<file path="src/hdl/rtc_pkg.sv">
// Shared constants for the clock/calendar block and its serial port
package rtc_pkg;
  localparam int CLK_HZ = 50_000_000; // mclk rate
  localparam int TIMEOUT_MS = 25; // serial transfer abandon time
  localparam int HALT_MS = 100; // oscillator stop-detect period
  localparam int RECOVER_MS = 125; // power-up recovery time
  localparam int RST_ACTIVE_MS = 250; // pushbutton reset pulse
  localparam int DEBOUNCE_MS = 250; // pushbutton debounce time
  localparam int TIMEOUT_CYC_DEF = CLK_HZ / 1000 * TIMEOUT_MS;
  localparam int HALT_CYC_DEF = CLK_HZ / 1000 * HALT_MS;
  localparam int RECOVER_CYC_DEF = CLK_HZ / 1000 * RECOVER_MS;
  localparam int RST_CYC_DEF = CLK_HZ / 1000 * RST_ACTIVE_MS;
  localparam int DEBOUNCE_CYC_DEF = CLK_HZ / 1000 * DEBOUNCE_MS;
  localparam logic [6:0] DEV_ADDR = 7'h51; // serial address, arbitrary
  // Register offsets
  localparam logic [7:0] OFS_SECONDS = 8'h00;
  localparam logic [7:0] OFS_YEAR = 8'h06;
  localparam logic [7:0] OFS_ALARM_FIRST = 8'h07;
  localparam logic [7:0] OFS_ALARM_LAST = 8'h0d;
  localparam logic [7:0] OFS_CONTROL = 8'h0e;
  localparam logic [7:0] OFS_STATUS = 8'h0f;
  // Control field positions
  localparam int CTL_OSC_DIS = 7;
  localparam int CTL_RATE_HI = 4;
  localparam int CTL_RATE_LO = 3;
  localparam int CTL_OUT_SEL = 2;
  localparam int CTL_A2_EN = 1;
  localparam int CTL_A1_EN = 0;
  // Status field positions
  localparam int STA_HALT = 7;
  localparam int STA_REF_BAT = 6;
  localparam int STA_REF_EN = 3;
  localparam int STA_A2F = 1;
  localparam int STA_A1F = 0;
  localparam logic [7:0] STA_WR_MASK = 8'hcb;
  // Hours field flags
  localparam int HOUR_12H = 6;
  localparam int HOUR_PM = 5;
  // Reset values and divider terminal count
  localparam logic [7:0] CONTROL_RST = 8'h1c;
  localparam logic [7:0] STATUS_RST = 8'hc8;
  localparam logic [55:0] TIME_RST = 56'h00_01_01_01_00_00_00;
  localparam logic [14:0] OSC_DIV_MAX = 15'h7fff;
endpackage

</file>
<file path="src/hdl/rtc_calendar_alarm_output.sv">
`timescale 1ns/1ns
// Clock/calendar with two alarms, shared interrupt/square pin and reset indicator
// Function
// - Count seconds through year from one-second tick
// - Month end honours short months and leap February
// - Hours in 24-hour or 12-hour with PM
// - Two programmable time-of-day alarms
// - Select bit 0: pin gives chosen square wave
// - Select bit 1: enabled alarm match pulls pin low
// - Power-up: select 1, both alarms disabled
// - Select and rate bits live in control register
// - Reference output low when either enable clear
// - Enabled reference output carries oscillator through synchroniser and output register
// - Set halt flag after oscillator stop period
// - Recovery delay only with oscillator enabled, running
// - Abandon serial transfer after interface timeout
// - Registers reached only through serial bus
// - Stop-detect period is 100 ms
// - Disable bit stops oscillator on backup supply
// - Debounced pushbutton also asserts reset indicator
module rtc_calendar_alarm_output
  import rtc_pkg::*;
#(
  parameter int TIMEOUT_CYC = TIMEOUT_CYC_DEF,
  parameter int HALT_CYC = HALT_CYC_DEF,
  parameter int RECOVER_CYC = RECOVER_CYC_DEF,
  parameter int RST_CYC = RST_CYC_DEF,
  parameter int DEBOUNCE_CYC = DEBOUNCE_CYC_DEF
) (
  input wire logic mclk,
  input wire logic rstn,
  input wire logic osc_clk,
  input wire logic on_battery,
  input wire logic power_good,
  input wire logic scl_in,
  input wire logic sda_in,
  output logic sda_out,
  output logic sda_oe,
  output logic irq_or_square_out_n,
  output logic irq_or_square_oe,
  output logic ref_clock_out,
  output logic osc_enable,
  input wire logic reset_ind_in,
  output logic reset_ind_out,
  output logic reset_ind_oe
);
  typedef enum logic [1:0] {RS_HOLD, RS_WAIT, RS_IDLE} rst_state_t;

  logic osc_s1, osc_s2, osc_q; // Oscillator pin sampling
  logic bat_s1, bat_s2; // Supply source synchroniser
  logic pg_s1, pg_s2; // Supply good synchroniser
  logic rpin_s1, rpin_s2; // Reset pin synchroniser
  logic [7:0] reg_addr; // Serial register pointer
  logic wr_stb; // Register write strobe
  logic [7:0] wr_data;
  logic [7:0] rd_data;
  logic [7:0] tk [0:6]; // Time fields, BCD
  logic [7:0] next_tk [0:6];
  logic [7:0] alm [0:6]; // Alarm fields, BCD
  logic [7:0] next_alm [0:6];
  logic [7:0] ctrl, next_ctrl; // Control register
  logic [7:0] stat, next_stat; // Status register
  logic [14:0] div, next_div; // Oscillator edge divider
  logic tick, next_tick; // One-second pulse
  logic tick_q; // Compare one cycle after tick
  logic [22:0] stop_cnt, next_stop_cnt; // Cycles since last oscillator edge
  logic osc_edge, osc_dead;
  logic a1_hit, a2_hit;
  logic day_roll;
  logic [7:0] dim; // Days in current month
  logic sqw_bit;
  rst_state_t rs, next_rs;
  logic [23:0] rcnt, next_rcnt;
  logic pb, next_pb; // Wait started by pushbutton
  logic tk_wr, alm_wr;

  // BCD increment with wrap from hi back to lo
  function automatic logic [7:0] bcd_inc(input logic [7:0] v, input logic [7:0] hi,
                                         input logic [7:0] lo);
    if (v == hi) begin
      bcd_inc = lo;
    end else if (v[3:0] == 4'h9) begin
      bcd_inc = {4'(v[7:4] + 4'h1), 4'h0};
    end else begin
      bcd_inc = v + 8'h01;
    end
  endfunction

  // Last date of month, leap years by BCD year
  function automatic logic [7:0] month_days(input logic [7:0] m, input logic [7:0] y);
    logic leap;
    leap = y[4] ? (y[3:0] == 4'h2 || y[3:0] == 4'h6)
                : (y[3:0] == 4'h0 || y[3:0] == 4'h4 || y[3:0] == 4'h8);
    unique case (m[4:0])
      5'h02: month_days = leap ? 8'h29 : 8'h28;
      5'h04, 5'h06, 5'h09, 5'h11: month_days = 8'h30;
      default: month_days = 8'h31;
    endcase
  endfunction

  // Field match, bit 7 masks the field
  function automatic logic fmatch(input logic [7:0] a, input logic [7:0] t);
    fmatch = a[7] | (a[6:0] == t[6:0]);
  endfunction

  // Day-or-date match selected by bit 6
  function automatic logic dmatch(input logic [7:0] a, input logic [7:0] dy,
                                  input logic [7:0] dt);
    dmatch = a[7] | (a[6] ? (a[3:0] == dy[3:0]) : (a[5:0] == dt[5:0]));
  endfunction

  // Serial register port
  i2c_target #(
    .TIMEOUT_CYC(TIMEOUT_CYC)
  ) u_port (
    .mclk(mclk),
    .rstn(rstn),
    .scl_in(scl_in),
    .sda_in(sda_in),
    .sda_out(sda_out),
    .sda_oe(sda_oe),
    .reg_addr(reg_addr),
    .wr_stb(wr_stb),
    .wr_data(wr_data),
    .rd_data(rd_data)
  );

  // Pin synchronisers
  always_ff @(posedge mclk) begin
    osc_s1 <= osc_clk;
    osc_s2 <= osc_s1;
    osc_q <= osc_s2;
    bat_s1 <= on_battery;
    bat_s2 <= bat_s1;
    pg_s1 <= power_good;
    pg_s2 <= pg_s1;
    rpin_s1 <= reset_ind_in;
    rpin_s2 <= rpin_s1;
  end

  assign osc_edge = osc_s2 & ~osc_q;
  assign osc_dead = (stop_cnt == 23'(HALT_CYC));
  assign tk_wr = wr_stb && reg_addr <= OFS_YEAR;
  assign alm_wr = wr_stb && reg_addr >= OFS_ALARM_FIRST && reg_addr <= OFS_ALARM_LAST;

  // Register read mux, unmapped reads zero
  always_comb begin
    if (reg_addr <= OFS_YEAR) begin
      rd_data = tk[reg_addr[2:0]];
    end else if (reg_addr <= OFS_ALARM_LAST) begin
      rd_data = alm[3'(reg_addr - OFS_ALARM_FIRST)];
    end else if (reg_addr == OFS_CONTROL) begin
      rd_data = ctrl;
    end else if (reg_addr == OFS_STATUS) begin
      rd_data = stat;
    end else begin
      rd_data = 8'h00;
    end
  end

  // Oscillator divider and stop detect
  always_comb begin
    next_div = div;
    next_tick = 1'b0;
    if (wr_stb && reg_addr == OFS_SECONDS) begin
      next_div = 15'h0000; // Seconds write restarts the second
    end else if (osc_edge) begin
      next_div = div + 15'h0001;
      next_tick = (div == OSC_DIV_MAX);
    end
    if (osc_edge) begin
      next_stop_cnt = 23'd0;
    end else if (!osc_dead) begin
      next_stop_cnt = stop_cnt + 23'd1;
    end else begin
      next_stop_cnt = stop_cnt;
    end
  end

  // Calendar rollover; bus writes win over the tick
  always_comb begin
    next_tk = tk;
    day_roll = 1'b0;
    dim = month_days(tk[5], tk[6]);
    if (tk_wr) begin
      next_tk[reg_addr[2:0]] = wr_data;
    end else if (tick && tk[0] == 8'h59) begin
      next_tk[0] = 8'h00;
      next_tk[1] = bcd_inc(tk[1], 8'h59, 8'h00);
      if (tk[1] == 8'h59) begin
        if (tk[2][HOUR_12H]) begin
          // 12-hour: 11 to 12 flips PM, 12 wraps to 01
          day_roll = tk[2][HOUR_PM] && tk[2][4:0] == 5'h11;
          next_tk[2] = ((tk[2] & 8'he0) ^ ((tk[2][4:0] == 5'h11) ? 8'h20 : 8'h00))
                     | bcd_inc(tk[2] & 8'h1f, 8'h12, 8'h01);
        end else begin
          day_roll = (tk[2] & 8'h3f) == 8'h23;
          next_tk[2] = (tk[2] & 8'hc0) | bcd_inc(tk[2] & 8'h3f, 8'h23, 8'h00);
        end
        if (day_roll) begin
          next_tk[3] = bcd_inc(tk[3], 8'h07, 8'h01);
          next_tk[4] = bcd_inc(tk[4], dim, 8'h01);
          if (tk[4] == dim) begin
            next_tk[5] = (tk[5] & 8'h80) | bcd_inc(tk[5] & 8'h1f, 8'h12, 8'h01);
            if (tk[5][4:0] == 5'h12) begin
              next_tk[6] = bcd_inc(tk[6], 8'h99, 8'h00);
              if (tk[6] == 8'h99) begin
                next_tk[5] = next_tk[5] ^ 8'h80; // Century toggles
              end
            end
          end
        end
      end
    end else if (tick) begin
      next_tk[0] = bcd_inc(tk[0], 8'h59, 8'h00);
    end
  end

  // Alarm compare, control and status
  always_comb begin
    next_alm = alm;
    if (alm_wr) begin
      next_alm[3'(reg_addr - OFS_ALARM_FIRST)] = wr_data;
    end
    a1_hit = tick_q && fmatch(alm[0], tk[0]) && fmatch(alm[1], tk[1])
           && fmatch(alm[2], tk[2]) && dmatch(alm[3], tk[3], tk[4]);
    a2_hit = tick_q && tk[0] == 8'h00 && fmatch(alm[4], tk[1])
           && fmatch(alm[5], tk[2]) && dmatch(alm[6], tk[3], tk[4]);
    next_ctrl = (wr_stb && reg_addr == OFS_CONTROL) ? wr_data : ctrl;
    next_stat = (wr_stb && reg_addr == OFS_STATUS) ? (wr_data & STA_WR_MASK) : stat;
    // Hardware set wins over a clearing write
    next_stat[STA_HALT] = next_stat[STA_HALT] | osc_dead;
    next_stat[STA_A1F] = next_stat[STA_A1F] | a1_hit;
    next_stat[STA_A2F] = next_stat[STA_A2F] | a2_hit;
    unique case ({ctrl[CTL_RATE_HI], ctrl[CTL_RATE_LO]})
      2'b00: sqw_bit = div[14];
      2'b01: sqw_bit = div[4];
      2'b10: sqw_bit = div[2];
      2'b11: sqw_bit = div[1];
    endcase
  end

  // Reset indicator sequencing
  always_comb begin
    next_rs = rs;
    next_rcnt = rcnt + 24'd1;
    next_pb = pb;
    if (!pg_s2) begin
      next_rs = RS_HOLD;
      next_rcnt = 24'd0;
      next_pb = 1'b0;
    end else begin
      unique case (rs)
        RS_HOLD: begin
          next_rcnt = 24'd0;
          // Recovery delay only while oscillator enabled and running
          next_rs = (ctrl[CTL_OSC_DIS] || osc_dead) ? RS_IDLE : RS_WAIT;
        end
        RS_WAIT: begin
          if (rcnt == (pb ? 24'(RST_CYC) : 24'(RECOVER_CYC))) begin
            next_rs = RS_IDLE;
            next_rcnt = 24'd0;
            next_pb = 1'b0;
          end
        end
        RS_IDLE: begin
          if (rpin_s2) begin
            next_rcnt = 24'd0;
          end else if (rcnt == 24'(DEBOUNCE_CYC)) begin
            next_rs = RS_WAIT;
            next_rcnt = 24'd0;
            next_pb = 1'b1;
          end
        end
      endcase
    end
  end

  // State and output registers
  always_ff @(posedge mclk) begin
    if (!rstn) begin
      tk <= '{8'h00, 8'h00, 8'h00, 8'h01, 8'h01, 8'h01, 8'h00};
      alm <= '{default: 8'h00};
      ctrl <= CONTROL_RST;
      stat <= STATUS_RST;
      div <= 15'h0000;
      tick <= 1'b0;
      tick_q <= 1'b0;
      stop_cnt <= 23'd0;
      rs <= RS_HOLD;
      rcnt <= 24'd0;
      pb <= 1'b0;
      irq_or_square_out_n <= 1'b0;
      irq_or_square_oe <= 1'b0;
      ref_clock_out <= 1'b0;
      osc_enable <= 1'b1;
      reset_ind_out <= 1'b0;
      reset_ind_oe <= 1'b1;
    end else begin
      tk <= next_tk;
      alm <= next_alm;
      ctrl <= next_ctrl;
      stat <= next_stat;
      div <= next_div;
      tick <= next_tick;
      tick_q <= tick;
      stop_cnt <= next_stop_cnt;
      rs <= next_rs;
      rcnt <= next_rcnt;
      pb <= next_pb;
      irq_or_square_out_n <= 1'b0;
      // Interrupt when selected, otherwise square wave
      irq_or_square_oe <= ctrl[CTL_OUT_SEL]
        ? ((stat[STA_A1F] & ctrl[CTL_A1_EN]) | (stat[STA_A2F] & ctrl[CTL_A2_EN]))
        : ~sqw_bit;
      ref_clock_out <= osc_s2 & stat[STA_REF_EN] & stat[STA_REF_BAT];
      osc_enable <= ~(bat_s2 & ctrl[CTL_OSC_DIS]);
      reset_ind_out <= 1'b0;
      reset_ind_oe <= (next_rs != RS_IDLE);
    end
  end
endmodule

</file>
<file path="src/hdl/i2c_target.sv">
`timescale 1ns/1ns
// Serial register port: bit engine, register pointer and transfer timeout
module i2c_target
  import rtc_pkg::*;
#(
  parameter int TIMEOUT_CYC = TIMEOUT_CYC_DEF
) (
  input wire logic mclk,
  input wire logic rstn,
  input wire logic scl_in,
  input wire logic sda_in,
  output logic sda_out,
  output logic sda_oe,
  output logic [7:0] reg_addr,
  output logic wr_stb,
  output logic [7:0] wr_data,
  input wire logic [7:0] rd_data
);
  typedef enum logic [2:0] {
    ST_IDLE, ST_ADDR, ST_ADDR_ACK, ST_WDATA, ST_WACK, ST_RDATA, ST_RACK
  } bus_state_t;

  logic scl_s1, scl_s2, scl_q; // Clock pin synchroniser
  logic sda_s1, sda_s2, sda_q; // Data pin synchroniser
  bus_state_t state, next_state;
  logic [3:0] bcnt, next_bcnt; // Bit counter
  logic [7:0] shreg, next_shreg; // Shift register
  logic [7:0] next_ptr; // Register pointer
  logic ptr_pending, next_ptr_pending; // Next write byte is the pointer
  logic nack, next_nack; // Master refused more data
  logic next_oe;
  logic next_wr_stb;
  logic [7:0] next_wr_data;
  logic [20:0] tcnt, next_tcnt; // Idle-clock timer
  logic scl_rise, scl_fall, start, stop;

  // Wrap the pointer after the last register
  function automatic logic [7:0] ptr_inc(input logic [7:0] p);
    ptr_inc = (p == OFS_STATUS) ? 8'h00 : p + 8'h01;
  endfunction

  assign scl_rise = scl_s2 & ~scl_q;
  assign scl_fall = ~scl_s2 & scl_q;
  assign start = scl_s2 & scl_q & sda_q & ~sda_s2;
  assign stop = scl_s2 & scl_q & ~sda_q & sda_s2;

  // Pin synchronisers
  always_ff @(posedge mclk) begin
    scl_s1 <= scl_in;
    scl_s2 <= scl_s1;
    scl_q <= scl_s2;
    sda_s1 <= sda_in;
    sda_s2 <= sda_s1;
    sda_q <= sda_s2;
  end

  // Protocol next state
  always_comb begin
    next_state = state;
    next_bcnt = bcnt;
    next_shreg = shreg;
    next_ptr = wr_stb ? ptr_inc(reg_addr) : reg_addr; // Advance after a write
    next_ptr_pending = ptr_pending;
    next_nack = nack;
    next_oe = sda_oe;
    next_wr_stb = 1'b0;
    next_wr_data = wr_data;
    // Timer restarts on any clock edge, idles at zero
    next_tcnt = (state == ST_IDLE || scl_rise || scl_fall) ? 21'd0 : tcnt + 21'd1;
    if (start) begin
      next_state = ST_ADDR;
      next_bcnt = 4'd0;
      next_oe = 1'b0;
    end else if (stop || tcnt == 21'(TIMEOUT_CYC)) begin
      next_state = ST_IDLE;
      next_oe = 1'b0;
    end else begin
      unique case (state)
        ST_IDLE: begin
          next_oe = 1'b0;
        end
        ST_ADDR, ST_WDATA: begin
          if (scl_rise) begin
            next_shreg = {shreg[6:0], sda_s2};
            next_bcnt = bcnt + 4'd1;
          end else if (scl_fall && bcnt == 4'd8) begin
            next_bcnt = 4'd0;
            if (state == ST_ADDR) begin
              // Answer only our own address
              if (shreg[7:1] == DEV_ADDR) begin
                next_state = ST_ADDR_ACK;
                next_oe = 1'b1;
                next_ptr_pending = ~shreg[0];
              end else begin
                next_state = ST_IDLE;
              end
            end else begin
              next_state = ST_WACK;
              next_oe = 1'b1;
              if (ptr_pending) begin
                next_ptr = shreg;
                next_ptr_pending = 1'b0;
              end else begin
                next_wr_stb = 1'b1;
                next_wr_data = shreg;
              end
            end
          end
        end
        ST_ADDR_ACK: begin
          if (scl_fall) begin
            if (shreg[0]) begin
              // Read: present first byte
              next_state = ST_RDATA;
              next_shreg = rd_data;
              next_oe = ~rd_data[7];
            end else begin
              next_state = ST_WDATA;
              next_oe = 1'b0;
            end
          end
        end
        ST_WACK: begin
          if (scl_fall) begin
            next_state = ST_WDATA;
            next_oe = 1'b0;
          end
        end
        ST_RDATA: begin
          if (scl_fall) begin
            if (bcnt == 4'd7) begin
              next_state = ST_RACK;
              next_bcnt = 4'd0;
              next_oe = 1'b0;
            end else begin
              next_bcnt = bcnt + 4'd1;
              next_shreg = {shreg[6:0], 1'b0};
              next_oe = ~shreg[6];
            end
          end
        end
        ST_RACK: begin
          if (scl_rise) begin
            next_nack = sda_s2;
            if (!sda_s2) begin
              next_ptr = ptr_inc(reg_addr);
            end
          end else if (scl_fall) begin
            if (nack) begin
              next_state = ST_IDLE;
            end else begin
              next_state = ST_RDATA;
              next_shreg = rd_data;
              next_oe = ~rd_data[7];
            end
          end
        end
      endcase
    end
  end

  // Protocol registers
  always_ff @(posedge mclk) begin
    if (!rstn) begin
      state <= ST_IDLE;
      bcnt <= 4'd0;
      shreg <= 8'h00;
      reg_addr <= 8'h00;
      ptr_pending <= 1'b0;
      nack <= 1'b0;
      sda_oe <= 1'b0;
      sda_out <= 1'b0;
      wr_stb <= 1'b0;
      wr_data <= 8'h00;
      tcnt <= 21'd0;
    end else begin
      state <= next_state;
      bcnt <= next_bcnt;
      shreg <= next_shreg;
      reg_addr <= next_ptr;
      ptr_pending <= next_ptr_pending;
      nack <= next_nack;
      sda_oe <= next_oe;
      sda_out <= 1'b0;
      wr_stb <= next_wr_stb;
      wr_data <= next_wr_data;
      tcnt <= next_tcnt;
    end
  end
endmodule

</file>
<file path="config.mk">
export PLATFORM = sky130hd
export DESIGN_NAME = rtc_calendar_alarm_output
export DESIGN_NICKNAME = d
export VERILOG_FILES = /design/src/hdl/rtc_pkg.sv /design/src/hdl/rtc_calendar_alarm_output.sv /design/src/hdl/i2c_target.sv
export SDC_FILE = /design/constraint.sdc
export NUM_CORES = 1
export LEC_CHECK = 0
export ABC_AREA = 0
export BUFFER_PORTS_ARGS = -buffer_cell sky130_fd_sc_hd__buf_2
export CAP_MARGIN = 20
export CORE_AREA = 2 2 199 201
export CTS_BUF_LIST = sky130_fd_sc_hd__clkbuf_8
export DETAILED_ROUTE_END_ITERATION = 7
export DIE_AREA = 0 0 201 203
export PLACE_DENSITY = 0.61
export SLEW_MARGIN = 10
export SYNTH_ARGS = -nofsm -noshare
export SYNTH_HDL_FRONTEND = slang
export SYNTH_SLANG_ARGS = --single-unit
</file>
<file path="constraint.sdc">
create_clock -name mclk -period 5 [get_ports mclk]
set_input_delay 0.25 -clock mclk [delete_from_list [all_inputs] [get_ports mclk]]
set_output_delay 0.25 -clock mclk [all_outputs]
set_load 0.02 [all_outputs]
</file>
# Word level (Yosys, flattened, before mapping)
# Cells that the tools add are included.
[totals]
register_bits = 267
input_bits = 8
wordCells = 423
[classes]
add_sub_neg = 23
magnitude_cmp = 7
eq_ne = 82
n_mux = 139
bitwise = 50
n_reduce_logical = 67
[ops]
columns = ["op", "count"]
rows = [
  ["8-bit two-way mux", 56],
  ["56-bit bitwise mux", 2],
  ["24-bit two-way mux", 4],
  ["24-bit case mux with 3 select lines", 1],
  ["56-bit two-way mux", 1],
  ["8-bit by 1-bit adder with 8-bit output, second input constant", 6],
  ["8-bit binary-select mux with 3-bit select", 2],
  ["8-bit demux with 3-bit select", 2],
  ["48-bit two-way mux", 1],
  ["40-bit two-way mux", 1],
  ["4-bit == test, second input constant", 9],
  ["7-bit == test", 5],
  ["3-bit two-way mux", 11],
  ["16-bit two-way mux", 2],
  ["32-bit two-way mux", 1],
  ["8-bit case mux with 4 select lines", 1],
  ["6-bit two-way mux", 5],
  ["1-bit two-way mux", 29],
  ["9-bit AND reduction", 3],
  ["24-bit by 1-bit adder with 24-bit output, second input constant", 1],
  ["4-bit by 1-bit adder with 4-bit output, second input constant", 6],
  ["24-bit == test", 1],
  ["24-bit == test, second input constant", 1],
  ["4-bit by 1-bit != test with 1-bit output, second input constant", 6],
  ["81 further kinds", 211],
]

# Longest topological paths before layout
# Gate-level depths: netlist (run 1).
[logic_depth]
ltp_word = 21
ltp_mapped = 13
depth_no_buf = 9

# Modules after synthesis
# Synthesis (run 1) repeated with hierarchy kept, for this count alone.
[unflattened]
cells_unflattened = 1896
hier_area_um2 = 15921.5
[by_module_without_submodules]
columns = ["module", "n_inst", "cells_each", "area_each_um2", "seq_area_each_um2"]
rows = [
  ["rtc_calendar_alarm_output", 1, 1480, 12403.1, 4103.9],
  ["i2c_target", 1, 416, 3518.4, 1241.2],
]

# Least setup slack after synthesis (run 1)
# No wires, ideal clock.
[synth_path]
kind = "register to register"
from = "register u_port.reg_addr[0]"
to = "register alm[7] in the netlist's numbering"
arrival_ps = 2848
required_ps = 4872
path_slack_ps = 2024
stages_incl_launch_ff = 11
period_less_slack_ps = 2976
path_cell_list = "dfxtp_1 > clkbuf_1 > inv_2 > clkbuf_1 > ha_1 > clkbuf_1 > clkbuf_1 > nand2_1 > nor2_1 > mux2i_1 > nor2_1"
[synth_via]
elab_chain_cells = 7
word_cells_on_any_way = 12
cone_classes = "add/sub: 1; order compare: 4; mux: 3; bitwise: 1; reduce/logical: 3"
[synth_lines]
columns = ["element", "line", "rtl"]
rows = [
  ["start, declared", "i2c_target.sv:14", "output logic [7:0] reg_addr,"],
  ["start signal, assigned", "i2c_target.sv:180", "reg_addr <= next_ptr;"],
  ["3-bit subtractor", "rtc_calendar_alarm_output.sv:223", "next_alm[3'(reg_addr - OFS_ALARM_FIRST)] = wr_data;"],
  ["3-bit NOT with 4-bit output (implied by the code)", "rtc_calendar_alarm_output.sv:223", ""],
  ["4-bit greater-or-equal comparator (implied by the code) / 4-bit by 1-bit less-than comparator with 1-bit output (equally long branches)", "rtc_calendar_alarm_output.sv:223", ""],
  ["1-bit logical AND (implied by the code)", "rtc_calendar_alarm_output.sv:223", ""],
  ["8-bit two-way mux (implied by the code)", "rtc_calendar_alarm_output.sv:223", ""],
  ["8-bit demux with 3-bit select", "rtc_calendar_alarm_output.sv:223", ""],
  ["56-bit bitwise mux", "rtc_calendar_alarm_output.sv:223", ""],
  ["end signal, assigned", "rtc_calendar_alarm_output.sv:301", "alm <= next_alm;"],
  ["end, declared", "rtc_calendar_alarm_output.sv:59", "logic [7:0] alm [0:6];"],
]
# Several ways; a longest one is shown, not always the timed one.
# A chain may end at the register's enable or synchronous reset.

# Worst setup path in the final report (run 1)
[layout_path]
from = "register u_port.reg_addr[0]"
to = "register tk[44] in the netlist's numbering"
[layout_via]
elab_chain_cells = 7
word_cells_on_any_way = 11
cone_classes = "order compare: 3; mux: 4; bitwise: 1; reduce/logical: 3"
[layout_lines]
columns = ["element", "line", "rtl"]
rows = [
  ["3-bit NOT with 4-bit output (implied by the code)", "rtc_calendar_alarm_output.sv:186", "next_tk[reg_addr[2:0]] = wr_data;"],
  ["4-bit greater-or-equal comparator (implied by the code) / 4-bit by 1-bit less-than comparator with 1-bit output (equally long branches)", "rtc_calendar_alarm_output.sv:186", ""],
  ["1-bit logical AND (implied by the code)", "rtc_calendar_alarm_output.sv:186", ""],
  ["8-bit two-way mux (implied by the code)", "rtc_calendar_alarm_output.sv:186", ""],
  ["8-bit demux with 3-bit select", "rtc_calendar_alarm_output.sv:186", ""],
  ["56-bit bitwise mux", "rtc_calendar_alarm_output.sv:186", ""],
  ["56-bit two-way mux", "rtc_calendar_alarm_output.sv:185", "if (tk_wr) begin"],
  ["end signal, assigned", "rtc_calendar_alarm_output.sv:282", "tk <= '{8'h00, 8'h00, 8'h00, 8'h01, 8'h01, 8'h01, 8'h00};"],
  ["end signal, assigned", "rtc_calendar_alarm_output.sv:300", "tk <= next_tk;"],
  ["end, declared", "rtc_calendar_alarm_output.sv:57", "logic [7:0] tk [0:6];"],
]
# Several ways; a longest one is shown, not always the timed one.

==> results.md, run 1 <==
- The clock reaches the later pin of the worst-skew pair after 0.61 ns.
- The buffer and inverter count on the worst path is 1.
- The deepest level of the CTS H-tree is 2.
- The total grt overflow is 0.
- The number of global-route vias before repair is 12700.
- The design internal power is 3.37 mW.
- For this design the top-level I/O count stands at 16.
- Counting the buffers created by CTS gives 49.
- The number of nets with antenna violations after routing is 0.
- The largest stage delay on the critical path is 0.92 ns.
- The worst register-to-register path ends at tk[44].
- TritonCTS built the clock tree.
- The worst register-to-register path has a depth of 8.
- The synthesized area is 15300 µm².
- The final layout contains routed wiring with a total length of 44300 µm.
- The detailed router finished its first iteration with 1272 violations.
- The synthesized netlist cell count is 1918.
- The initial core utilization is 0.398.
- Across the VDD grid, the largest voltage drop is 221 µV.
- The layout filler cell count is 3848.
- The die area is 40800 µm².
- The number of cells on the critical path is 8.
- No sink is reached through more buffers than the 3 on the longest clock path.
- The routed layout has 13700 vias.
- Of the total power, registers draw 0.490.
- The number of antenna diodes is 0.
- In this run, synthesis produced a sequential element count of 267.
- The core region is 38500 µm².
- The time the worst path needs with I/O delays and setup is 3.45 ns.
- For the worst setup path, the data required time is 5.46 ns.
- The hold path startpoint is osc_clk.
- The critical path class is reg -> reg.
- The max-slew violation total from the final report is 0.
- The width of the die is 201 µm.
- The initialized floorplan defines 72 standard-cell rows.
- The number of hold-slack violations in the final timing report was 0.
- The path class of the tightest hold or removal check is in -> reg.
- The portion of the clock cycle consumed by the worst path in the final layout is 0.690.
- The worst hold path passes through 2 cells.
- The synthesized design contains 0 enable-type register cells.
- The largest individual stage delay along the critical path comes from the cell sky130_fd_sc_hd__a31oi_1.
- The average instance in the mapped netlist occupies 7.99 µm².
- After routing, the total negative slack on setup checks comes to 0 ns.
- In the routed design, unresolved DRC markers number 0.
- STA puts the critical path data arrival time at 3.91 ns.
- In this run the worst path has a maximum fanout of 30.
- The cell sitting at the root of the clock tree is a sky130_fd_sc_hd__clkbuf_8.
- After legalization and detailed placement, the total HPWL measured 30400 µm.
- For this run, the number of Yosys warnings is 0.
- The via count normalized by instance count is 5.65.
- Relative to the synthesized area, the layout overhead comes to 9.39%.
- Setup violations remaining at the end of the flow were counted as 0.
- The design draws 4.39 mW.
- The part of the total power dissipated in combinational logic is 0.019.
- Based on the critical path, the design can be clocked at up to 0.290 GHz.
- The element type at the critical path start is a flip-flop.
- The switching power is 1.02 mW.
- The flow ran to the end, and the final reports show no timing, DRC or antenna violations.
- The most instantiated flip-flop cell in the synthesis netlist is sky130_fd_sc_hd__dfxtp_1.
- Of the synthesized area, sequential elements account for 0.349.
- For the pin with the worst max-slew slack, the measured transition is 1.07 ns.
- The y dimension of the die is 203 µm.
- The final RePlAce weighted congestion is 0.932.
- After detailed routing, the average wire length per cell comes to 18.2 µm.
- The detailed-routing iteration count for the pre-antenna-repair pass is 5.
- The capturing element type of the critical path is a flip-flop.
- The most common cell after layout, fill and taps aside is sky130_fd_sc_hd__nor2_1.
- The count of buffers inserted at the top-level ports is 12.
- The clock transition at the register clock pins on the worst setup and hold paths after CTS is 0.06 ns.
- Of the total power, the share spent switching nets is 0.232.
- The number of max-capacitance violations reported is 0.
- The source of the worst register-to-register timing path is u_port.reg_addr[0].
- Of the total power, the clock network draws 0.491.
- The number of nets in the finished design is 1919.
- The relative max-transition margin is 0.288.
- The path with the worst hold slack has its endpoint at osc_s1.
- The kind of cell adding the most delay to the critical path is compound AO/OA/AOI/OAI gates.
- The number of distinct standard cells referenced by the synthesized netlist is 82.
- The slack of the worst reg-to-reg path is 1.55 ns.
- For this design the ratio of total power to cell area is 262 nW/µm².
- The critical path goes through inv_2, ha_1, nand3b_1, nand3_1, a31oi_1, nor4b_1, a221oi_1, nor2_1.
- In the final layout, the share of cells above drive strength 1 is 0.0791.
- The share of flip-flops with an asynchronous set or reset after synthesis is 0.
- The global-route wire length before repair is 70200 µm.
- Setup repair after global routing left no endpoint under its margin.
- The number of antenna violations at the first check in global routing is 0.
- The clock net in this run drives a total of 267 sinks.
- Entering global routing, the biggest net connects 67 pins.
- The worst clock skew is 0.0405 ns.
- In the global route stage, overall resource usage came out at 0.212.
- The top cell types in the final layout, fill and taps aside, are sky130_fd_sc_hd__nor2_1, sky130_fd_sc_hd__dfxtp_1, sky130_fd_sc_hd__nand2_1.
- For this design the static power due to leakage is 5.94 nW.
## layout make-up
| cell class | instances | area (µm²) | share of cell area |
|---|---|---|---|
| sequential | 267 | 5350 | 0.319 |
| tap | 518 | 648 | 0.0387 |
| inverter | 57 | 216 | 0.0129 |
| multi-input combinational | 1457 | 9200 | 0.549 |
| clock inverter | 26 | 183 | 0.0109 |
| timing repair buffer | 41 | 320 | 0.0191 |
| clock buffer | 61 | 840 | 0.0501 |
## Yosys cell counts, types with 18 or more instances
master | instances | area, µm²
sky130_fd_sc_hd__mux2i_1 | 98 | 981
sky130_fd_sc_hd__ha_1 | 38 | 475
sky130_fd_sc_hd__o21ai_0 | 87 | 435
sky130_fd_sc_hd__a211oi_1 | 20 | 150
sky130_fd_sc_hd__clkbuf_1 | 108 | 405
sky130_fd_sc_hd__nand2_1 | 155 | 582
sky130_fd_sc_hd__inv_1 | 55 | 206
sky130_fd_sc_hd__nor2_1 | 274 | 1030
sky130_fd_sc_hd__nand2b_1 | 18 | 113
sky130_fd_sc_hd__and3_1 | 25 | 156
sky130_fd_sc_hd__a31oi_1 | 21 | 131
sky130_fd_sc_hd__nor3_1 | 42 | 210
sky130_fd_sc_hd__or3_1 | 23 | 144
sky130_fd_sc_hd__nand3_1 | 87 | 435
sky130_fd_sc_hd__o211ai_1 | 19 | 143
sky130_fd_sc_hd__xnor2_1 | 68 | 596
sky130_fd_sc_hd__dfxtp_1 | 267 | 5350
sky130_fd_sc_hd__xor2_1 | 77 | 674
sky130_fd_sc_hd__a21oi_1 | 120 | 601
sky130_fd_sc_hd__nand4_1 | 30 | 188
## sequential cells by signal (all words and copies together) (netlist names), 3 cells and up
| register | count |
|---|---|
| div | 15 |
| ctrl | 8 |
| rcnt | 24 |
| u_port.bcnt | 4 |
| stop_cnt | 23 |
| u_port.shreg | 8 |
| u_port.reg_addr | 8 |
| u_port.state | 3 |
| tk | 56 |
| stat | 5 |
| alm | 56 |
| u_port.wr_data | 8 |
| u_port.tcnt | 21 |
## per-stage QoR
stage                     std cells   util  setup slack, ns  hold WS, ns  cell area, µm²
after CTS                      2424  0.435             1.61        0.224           16700
final                          2427  0.436             1.55        0.272           16800
after detailed placement       2330  0.406             1.65        0.312           15600
after global routing           2427  0.436             1.31        0.258           16800
after floorplan                1920      -             2.02        0.278           15300
after global placement         2328  0.406             1.70        0.311           15600
## worst reg2reg max path: cells and delay by family, from the launching register on
kind	cells	cell delay (ns)
buf+inv	1	0.39
simple gates	4	0.94
compound gates	2	1.17
fa+ha+maj	1	0.47
flops	1	0.32
## metal layers
metal  vias up  GRT usage  wire length [µm]
li1       6691          -                 -
met1      6431      0.296             20400
met2       484      0.330             19500
met3        98     0.0316              2930
met4         0     0.0823              1410
met5         -          0                 0
## kinds of logic after synthesis
group	Yosys count	share of synthesized area
simple gates	764	0.244
compound gates	398	0.167
flops	267	0.349
buf+inv	196	0.0507
xor+xnor	145	0.0829
mux	109	0.0751
fa+ha+maj	38	0.0310
other cells	1	0.000245
## worst max-delay path by stage
stage	end	slack, ns	from
after floorplan	alm[7]	2.02	u_port.reg_addr[0]
after global routing	tk[40]	1.31	u_port.reg_addr[0]
final	tk[44]	1.55	u_port.reg_addr[0]
after CTS	u_port.shreg[0]	1.61	u_port.reg_addr[0]
after global placement	u_port.shreg[0]	1.70	u_port.reg_addr[0]
after detailed placement	tk[31]	1.65	u_port.reg_addr[0]
## what timing repair did
action                     CTS  global route
hold buffers                 7             0
hold endpoints to repair    10             0
setup buffers                0             0
setup endpoints to repair    0             0
gates resized for setup      0             0
## power groups by stage
stage               combinational [mW]  clock, mW  sequential, mW
floorplan                       0.0595          0            2.19
global placement                0.0786          0            2.20
detailed placement              0.0802          0            2.20
CTS                             0.0845       2.22            2.15
global route                    0.0935       2.30            2.15
finish                          0.0843       2.15            2.15
(Power assumes the default switching activity.)
==> run 2: changes to the inputs <==
- ABC_AREA: 0 -> 1
- clock period: 5 -> 3.2 ns (I/O delays scaled with it)
==> results.md, run 2 <==
- Leaving out fill and tap cells, the most frequent cells in the layout are sky130_fd_sc_hd__nand2_1, sky130_fd_sc_hd__nor2_1, sky130_fd_sc_hd__dfxtp_1.
- Based on the critical path, the design can be clocked at up to 0.375 GHz.
- The width of the die is 201 µm.
- TritonCTS built the clock tree.
- The data arrival time of the worst path is 3.16 ns.
- The area after detailed placement is 15800 µm².
- Yosys mapped a number of flops with a built-in enable equal to 0.
- 16 I/O pins were placed.
- The detailed-routing iteration count for the pre-antenna-repair pass is 6.
- The via count is 15300.
- The max-slew violation total from the final report was 0.
- For this run, design rule violations remaining after detail routing come to 0.
- Entering global routing, the biggest net connects 66 pins.
- The worst setup path is launched from a flip-flop.
- In this design, the stage delay of the slowest critical-path cell is 0.60 ns.
- The post-route setup TNS is 0 ns.
- In this run the tool buffered the top-level ports with 12 buffer cells.
- In the final layout, the share of cells above drive strength 1 is 0.0733.
- The first routing iteration left 1315 violations.
- The kind of cell adding the most delay to the critical path is simple AND/OR/NAND/NOR gates.
- Counting instances in the post-synthesis netlist gives the leading cell types as sky130_fd_sc_hd__nand2_1, sky130_fd_sc_hd__nor2_1, sky130_fd_sc_hd__dfxtp_1.
- The signed area change from the synthesized netlist to the final layout is 10.5%.
- The global-route wire length before repair is 76800 µm.
- The layout filler cell count is 4004.
- The floorplan step defined a core boundary enclosing 38500 µm².
- The largest registers in the layout are alm x56, tk x56, rcnt x24.
- The clock arrives with 0.0197 ns of skew.
- The dominant cell by count in the synthesized netlist is sky130_fd_sc_hd__nand2_1.
- After layout, the worst setup slack is 0.534 ns.
- Summed over all layers, the global routing overflow is 0.
- Routability-driven placement finished with a final weighted congestion of 0.972.
- The maximum vdd drop is 310 µV.
- The worst path needs 2.67 ns of the cycle, external delays included.
- The synthesized netlist cell count is 2238.
- No sink is reached through more buffers than the 3 on the longest clock path.
- Hold timing on the final database bottoms out at a slack of 0.170 ns.
- The half-perimeter wire length after detailed placement is 34600 µm.
- The total clock buffers created by CTS is 50.
- The die covers 40800 µm².
- The area of all placed cells without fillers is 16900 µm².
- Counting flops and latches in the post-synthesis netlist gives 267.
- Dividing total power by cell area gives a power density of 475 nW/µm².
- The clock transition at the register clock pins on the worst setup and hold paths after CTS is 0.06 ns.
- Setup repair after global routing left no endpoint under its margin.
- The critical path goes through inv_1, nor3_2, nand4_1, o21ai_0, a21oi_1.
- The number of global-route vias before repair is 14300.
- The y dimension of the die is 203 µm.
- The master of the slowest instance on the critical path is sky130_fd_sc_hd__nand4_1.
- The critical path class is reg -> reg.
- The number of distinct standard cells referenced by the synthesized netlist is 65.
- The cell leakage power is 6.60 nW.
- The share of flip-flops with an asynchronous set or reset after synthesis is 0.
- The routed length per instance is 17.1 µm.
- The path class of the tightest hold or removal check is in -> reg.
- The run finished with clean final reports.
- The initial utilization of the core area, before any placement, comes to 0.397.
- The number of hold-slack violations in the final timing report is 0.
- The maximum fanout count along the critical path is 16.
- The number of setup violations in the final report is 0.
- The buffer and inverter count on the worst path is 1.
- The count of nets left with antenna violations once routing finished came out at 0.
- The most instantiated flip-flop cell in the synthesis netlist is sky130_fd_sc_hd__dfxtp_1.
- The synthesized design spends more area on one cell type than any other, namely sky130_fd_sc_hd__dfxtp_1.
- The transition time at the pin with the least slew margin is 0.922 ns.
- CTS built an H-tree with a depth of 2.
- The area share of the largest cell type after synthesis is 0.350.
- The average size of a mapped cell is 6.82 µm².
- Dividing the final minimum period by the clock period gives 0.833.
- In this run the core area contains 72 standard-cell rows.
- The clock tree root buffer cell is sky130_fd_sc_hd__clkbuf_8.
- The clock latency on the worst-skew pair is 0.63 ns.
- The number of max-capacitance violations reported is 0.
- The capturing element type of the critical path is a flip-flop.
- The overall track demand over capacity in global routing is 0.234.
- Sorting the synthesized cells by area gives the leading types as sky130_fd_sc_hd__dfxtp_1, sky130_fd_sc_hd__nand2_1, sky130_fd_sc_hd__o21ai_0, sky130_fd_sc_hd__a21oi_1, sky130_fd_sc_hd__nor2_1.
- The number of antenna violations at the first check in global routing came to 0.
- The most common cell after layout, fill and taps aside is sky130_fd_sc_hd__nand2_1.
- At the worst endpoint, the required time is 3.69 ns.
- Measured on the finished design, the core utilization comes to 0.439.
- The final wirelength is 48200 µm.
- During synthesis, Yosys emitted a total of 0 warnings.
- OpenSTA, run right after detailed placement, puts the worst setup slack at 0.661 ns.
- In the routed layout, each cell is associated on average with a via count of 5.45.
- The share of the Yosys chip area taken by registers is 0.350.
- In this run the cell area of the synthesized design comes to 15300 µm².
- The relative max-transition margin is 0.383.
- The number of antenna diodes is 0.
- The clock net sink count is 267.
- At the end of the flow, the number of nets in the layout was 2304.
run 2: cell types whose count changed after synthesis, sizes merged, moves of 34 or more:
| cell | before | now |
|---|---|---|
| nand2 | 156 | 372 |
| inv | 56 | 255 |
| o21ai | 91 | 229 |
| mux2i | 98 | 0 |
| a21oi | 122 | 217 |
| clkbuf | 108 | 34 |
| xor2 | 77 | 30 |
| nand3 | 87 | 131 |
| nand4 | 30 | 64 |
run 2: what timing repair did:
item	CTS	global route
resized for setup	0	0
hold buffers	7	0
setup buffers	0	0
hold endpoints to repair	11	0
run 2: path summary, 6_finish.rpt:
| check | startpoint | depth (start not counted) | endpoint | slack [ns] |
|---|---|---|---|---|
| worst min-delay path | osc_clk | 2 | osc_s1 | 0.17 |
| worst max-delay path | u_port.wr_stb | 5 | alm[3] | 0.53 |
| worst min register to register | pg_s1 | 0 | pg_s2 | 0.32 |
| worst max register to register | u_port.wr_stb | 5 | alm[3] | 0.53 |
run 2: area by class of cell:
cell class | instances | area [µm²] | share of cell area
well taps | 518 | 648 | 0.0384
flip-flops and latches | 267 | 5350 | 0.317
repair buffers | 40 | 290 | 0.0172
multi-input cells | 1635 | 8580 | 0.508
clock buffers | 63 | 867 | 0.0514
clock inverters | 24 | 145 | 0.00860
inverters | 264 | 1000 | 0.0595
run 2: layer usage:
layer / global-route usage / wire length (µm) / up-vias
met2: 0.367 / 20900 / 531
met3: 0.0406 / 3500 / 114
met4: 0.0923 / 1800 / 0
met5: 0 / 0 / -
li1: - / - / 7595
met1: 0.319 / 22000 / 7089
run 2: cells by family after synthesis:
kind of cell               after synthesis  share of synthesized area
DFF                                    267                      0.350
other                                    1                   0.000246
AOI/OAI and AO/OA                      562                      0.203
adders and majority gates               38                     0.0311
buffers and inverters                  338                     0.0890
and+or+nand+nor                        959                      0.285
xor gates and xnor gates                73                     0.0419
run 2: worst register-to-register path, stage by stage, from the launching register on:
cell,delay (ns)
sky130_fd_sc_hd__dfxtp_1,0.58
sky130_fd_sc_hd__inv_1,0.42
sky130_fd_sc_hd__nor3_2,0.48
sky130_fd_sc_hd__nand4_1,0.60
sky130_fd_sc_hd__o21ai_0,0.38
sky130_fd_sc_hd__a21oi_1,0.07
run 2: per-stage QoR:
stage,std cells,total power [mW]
finish,2811,8.02
global route,2811,8.43
CTS,2811,8.10
detailed placement,2717,4.69
global placement,2717,4.70
floorplan,2240,4.40
run 2: power by group:
group	internal, mW	leakage, nW	switching [mW]
Clock	1.85	0.581	1.52
Sequential	3.42	2.16	0.116
Combinational	0.353	3.86	0.759
==> run 3: changes to the inputs <==
- clock period: 3.2 -> 2.7 ns (I/O delays scaled with it)
==> results.md, run 3 (synthesized netlist as in run 2, its figures left out) <==
- Detailed routing inserted a total of 15500 vias.
- After floorplanning, the core was divided into 72 placement rows.
- The master of the slowest instance on the critical path is sky130_fd_sc_hd__dfxtp_1.
- The detailed route wirelength on metal2 is 20400 µm.
- In this run the most critical hold path is launched from on_battery.
- The time the worst path needs with I/O delays and setup is 2.56 ns.
- The number of setup violations in the final report is 0.
- Clock-pin slew was measured on the worst setup and hold paths at 0.06 ns.
- For the worst setup path, the data arrival time is 3.12 ns.
- Counting along the longest clock path gives a buffer depth of 3.
- In the final routed layout, each cell accounts on average for 17.0 µm.
- The final layout contains 2333 nets.
- For this run, the number of standard cells in the final layout without fillers is 2842.
- The worst register-to-register path has a setup slack of 0.14 ns.
- The areal power density over the cells is 559 nW/µm².
- The DRC violation count after routing is 0.
- The signed area change from the synthesized netlist to the final layout is 12.1%.
- Traced cell by cell, the critical path runs through inv_1, ha_1, clkinv_1, nand3_1, nor2_1, nor3_1, nand2_1, o21bai_1, nand2_1, a21oi_1.
- At the end of the flow the core is filled with cells to 0.445.
- The I/O pin count is 16.
- The worst setup path is launched from a flip-flop.
- The initial core utilization is 0.397.
- For this block, the routed nets add up to 48200 µm of wire.
- The worst clock skew is 0.0386 ns.
- The number of design-rule violations left by the first detailed-router iteration is 1375.
- In the layout the commonest cells are sky130_fd_sc_hd__nand2_1, sky130_fd_sc_hd__nor2_1, sky130_fd_sc_hd__dfxtp_1.
- The dominant cell type by count on the critical path is sky130_fd_sc_hd__nand2_1.
- The critical path class is reg -> reg.
- The total clock buffers created by CTS is 49.
- The largest single stage delay on the critical path is 0.52 ns.
- The worst setup path is captured at a flip-flop.
- The number of hold-slack violations in the final timing report came to 0.
- The number of antenna violations at the first check in global routing is 1.
- The end of the worst hold path is bat_s1.
- At the pin with the least slew margin, the transition time is 0.759 ns.
- The total met3 wirelength after detailed routing is 4210 µm.
- Measured in cells, the most critical reg-to-reg path has a length of 10.
- For this run, the top clock speed supported by timing is 0.391 GHz.
- The first global-routing pass estimated 76700 µm of wire.
- The post-route setup TNS is 0 ns.
- The largest registers in the layout are alm x56, tk x56, rcnt x24.
- The run finished with clean final reports.
- The worst register-to-register path begins at u_port.reg_addr[1].
- The maximum fanout count along the critical path is 10.
- The die area is 40800 µm².
- The worst-case setup slack after placement is 0.246 ns.
- The clock tree root buffer cell is sky130_fd_sc_hd__clkbuf_8.
- The number of global-route vias before repair was 14200.
- The floorplan step set the die height to 203 µm.
- The tool flagged a number of max-cap violations equal to 0.
- The number of stages on the worst hold path is 2.
- The clock drives 267 sinks.
- The number of antenna diodes is 0.
- The core outline area is 38500 µm².
- The max-slew violation total from the final report is 0.
- During placement, the flow inserted port buffers numbering 12.
- Setup slack on the critical path of the routed design comes to 0.143 ns.
- In the final routing, the length of wire on met1 measures 21700 µm.
- Dividing the detail-routed via count by the number of cells gives 5.44.
- Headroom to the max-slew limit came out at 0.494.
- In this run the remaining antenna-violating nets after routing total 0.
- The deepest level of the CTS H-tree is 2.
- For this design the static power due to leakage is 6.77 nW.
- The final RePlAce weighted congestion is 0.971.
- The layout filler cell count is 4033.
- Once detailed placement completed, the half-perimeter wirelength came to 35100 µm.
- Entering global routing, the biggest net connects 65 pins.
- TritonCTS built the clock tree.
- The fraction of final layout cells with drive strength greater than 1 is 0.0861.
- The data required time at the worst endpoint is 3.26 ns.
- At the later pin of the worst-skew pair, clock insertion delay measures 0.64 ns.
- Counting tap cells, the placed design contains a total of 2744 instances.
- In the finished design, the share of the clock period the worst path needs comes to 0.947.
- The width of the die is 201 µm.
- The most common cell after layout, fill and taps aside is sky130_fd_sc_hd__nand2_1.
- Setup repair after global routing could not meet its margin everywhere.
- The worst register-to-register path ends at u_port.shreg[2].
- VDD sags by at most 517 µV.
- The total grt overflow is 0.
- The top layer reached by signal wires is met5.
- In this run the worst hold path is classified as in -> reg.
- In the global route stage, overall resource usage came out at 0.234.
- The detailed-routing iteration count for the pre-antenna-repair pass is 5.
-- run 3: changes by cell type in the layout (fill, tap and decap cells not counted), sizes merged --
cell / before / now
inv: 272 / 276
clkinvlp: 1 / 0
buf: 33 / 63
clkbuf: 63 / 61
-- run 3: worst max-delay path, delay by kind of cell, from the launching register on --
kind                       cells  cell delay, ns
and+or+nand+nor                5            0.88
adders and majority gates      1            0.33
DFF                            1            0.52
buffers and inverters          2            0.43
AOI/OAI and AO/OA              2            0.30
-- run 3: layout make-up --
cell class,instances,area [µm²],share of cell area
flip-flops and latches,267,5350,0.312
repair buffers,70,528,0.0308
inverters,264,1000,0.0586
well taps,518,648,0.0378
clock buffers,61,840,0.0490
multi-input cells,1635,8590,0.502
clock inverters,27,166,0.00972
-- run 3: worst max-delay path by stage --
| stage | start | to | slack (ns) | cells after the start |
|---|---|---|---|---|
| floorplan | u_port.reg_addr[0] | alm[37] | 0.33 | 10 |
| global placement | u_port.reg_addr[1] | u_port.shreg[5] | 0.27 | 10 |
| detailed placement | u_port.reg_addr[1] | u_port.shreg[5] | 0.25 | 10 |
| CTS | u_port.reg_addr[1] | u_port.shreg[5] | 0.20 | 10 |
| global route | u_port.reg_addr[1] | u_port.shreg[2] | -0.01 | 10 |
| finish | u_port.reg_addr[1] | u_port.shreg[2] | 0.14 | 10 |
-- run 3: power breakdown --
part	switching, mW	internal [mW]	total, mW	leakage (nW)
Combinational	0.927	0.452	1.38	4.02
Sequential	0.112	4.06	4.17	2.16
Clock	1.86	2.15	4.02	0.589
Total	2.90	6.66	9.57	6.77
-- run 3: per-stage QoR --
| stage | hold slack, ns | instance area [µm²] | power, mW |
|---|---|---|---|
| 2_1_floorplan | 0.163 | 15300 | 5.22 |
| 3_3_place_gp | 0.238 | 16000 | 5.59 |
| 3_5_place_dp | 0.240 | 16000 | 5.59 |
| 4_1_cts | 0.0834 | 17100 | 9.64 |
| 5_1_grt | 0.115 | 17100 | 10.0 |
| 6_report | 0.135 | 17100 | 9.57 |
-- run 3: metal layers --
metal,up-vias,GRT usage
met1,7044,0.319
met4,2,0.102
met3,132,0.0541
met2,626,0.354
met5,-,0
li1,7650,-
-- run 3: timing repair --
| item | in CTS | in global routing |
|---|---|---|
| setup endpoints to repair | 0 | 12 |
| gates resized for setup | 0 | 4 |
| hold buffers | 7 | 0 |
| hold endpoints to repair | 10 | 0 |
| buffers inserted | 0 | 3 |
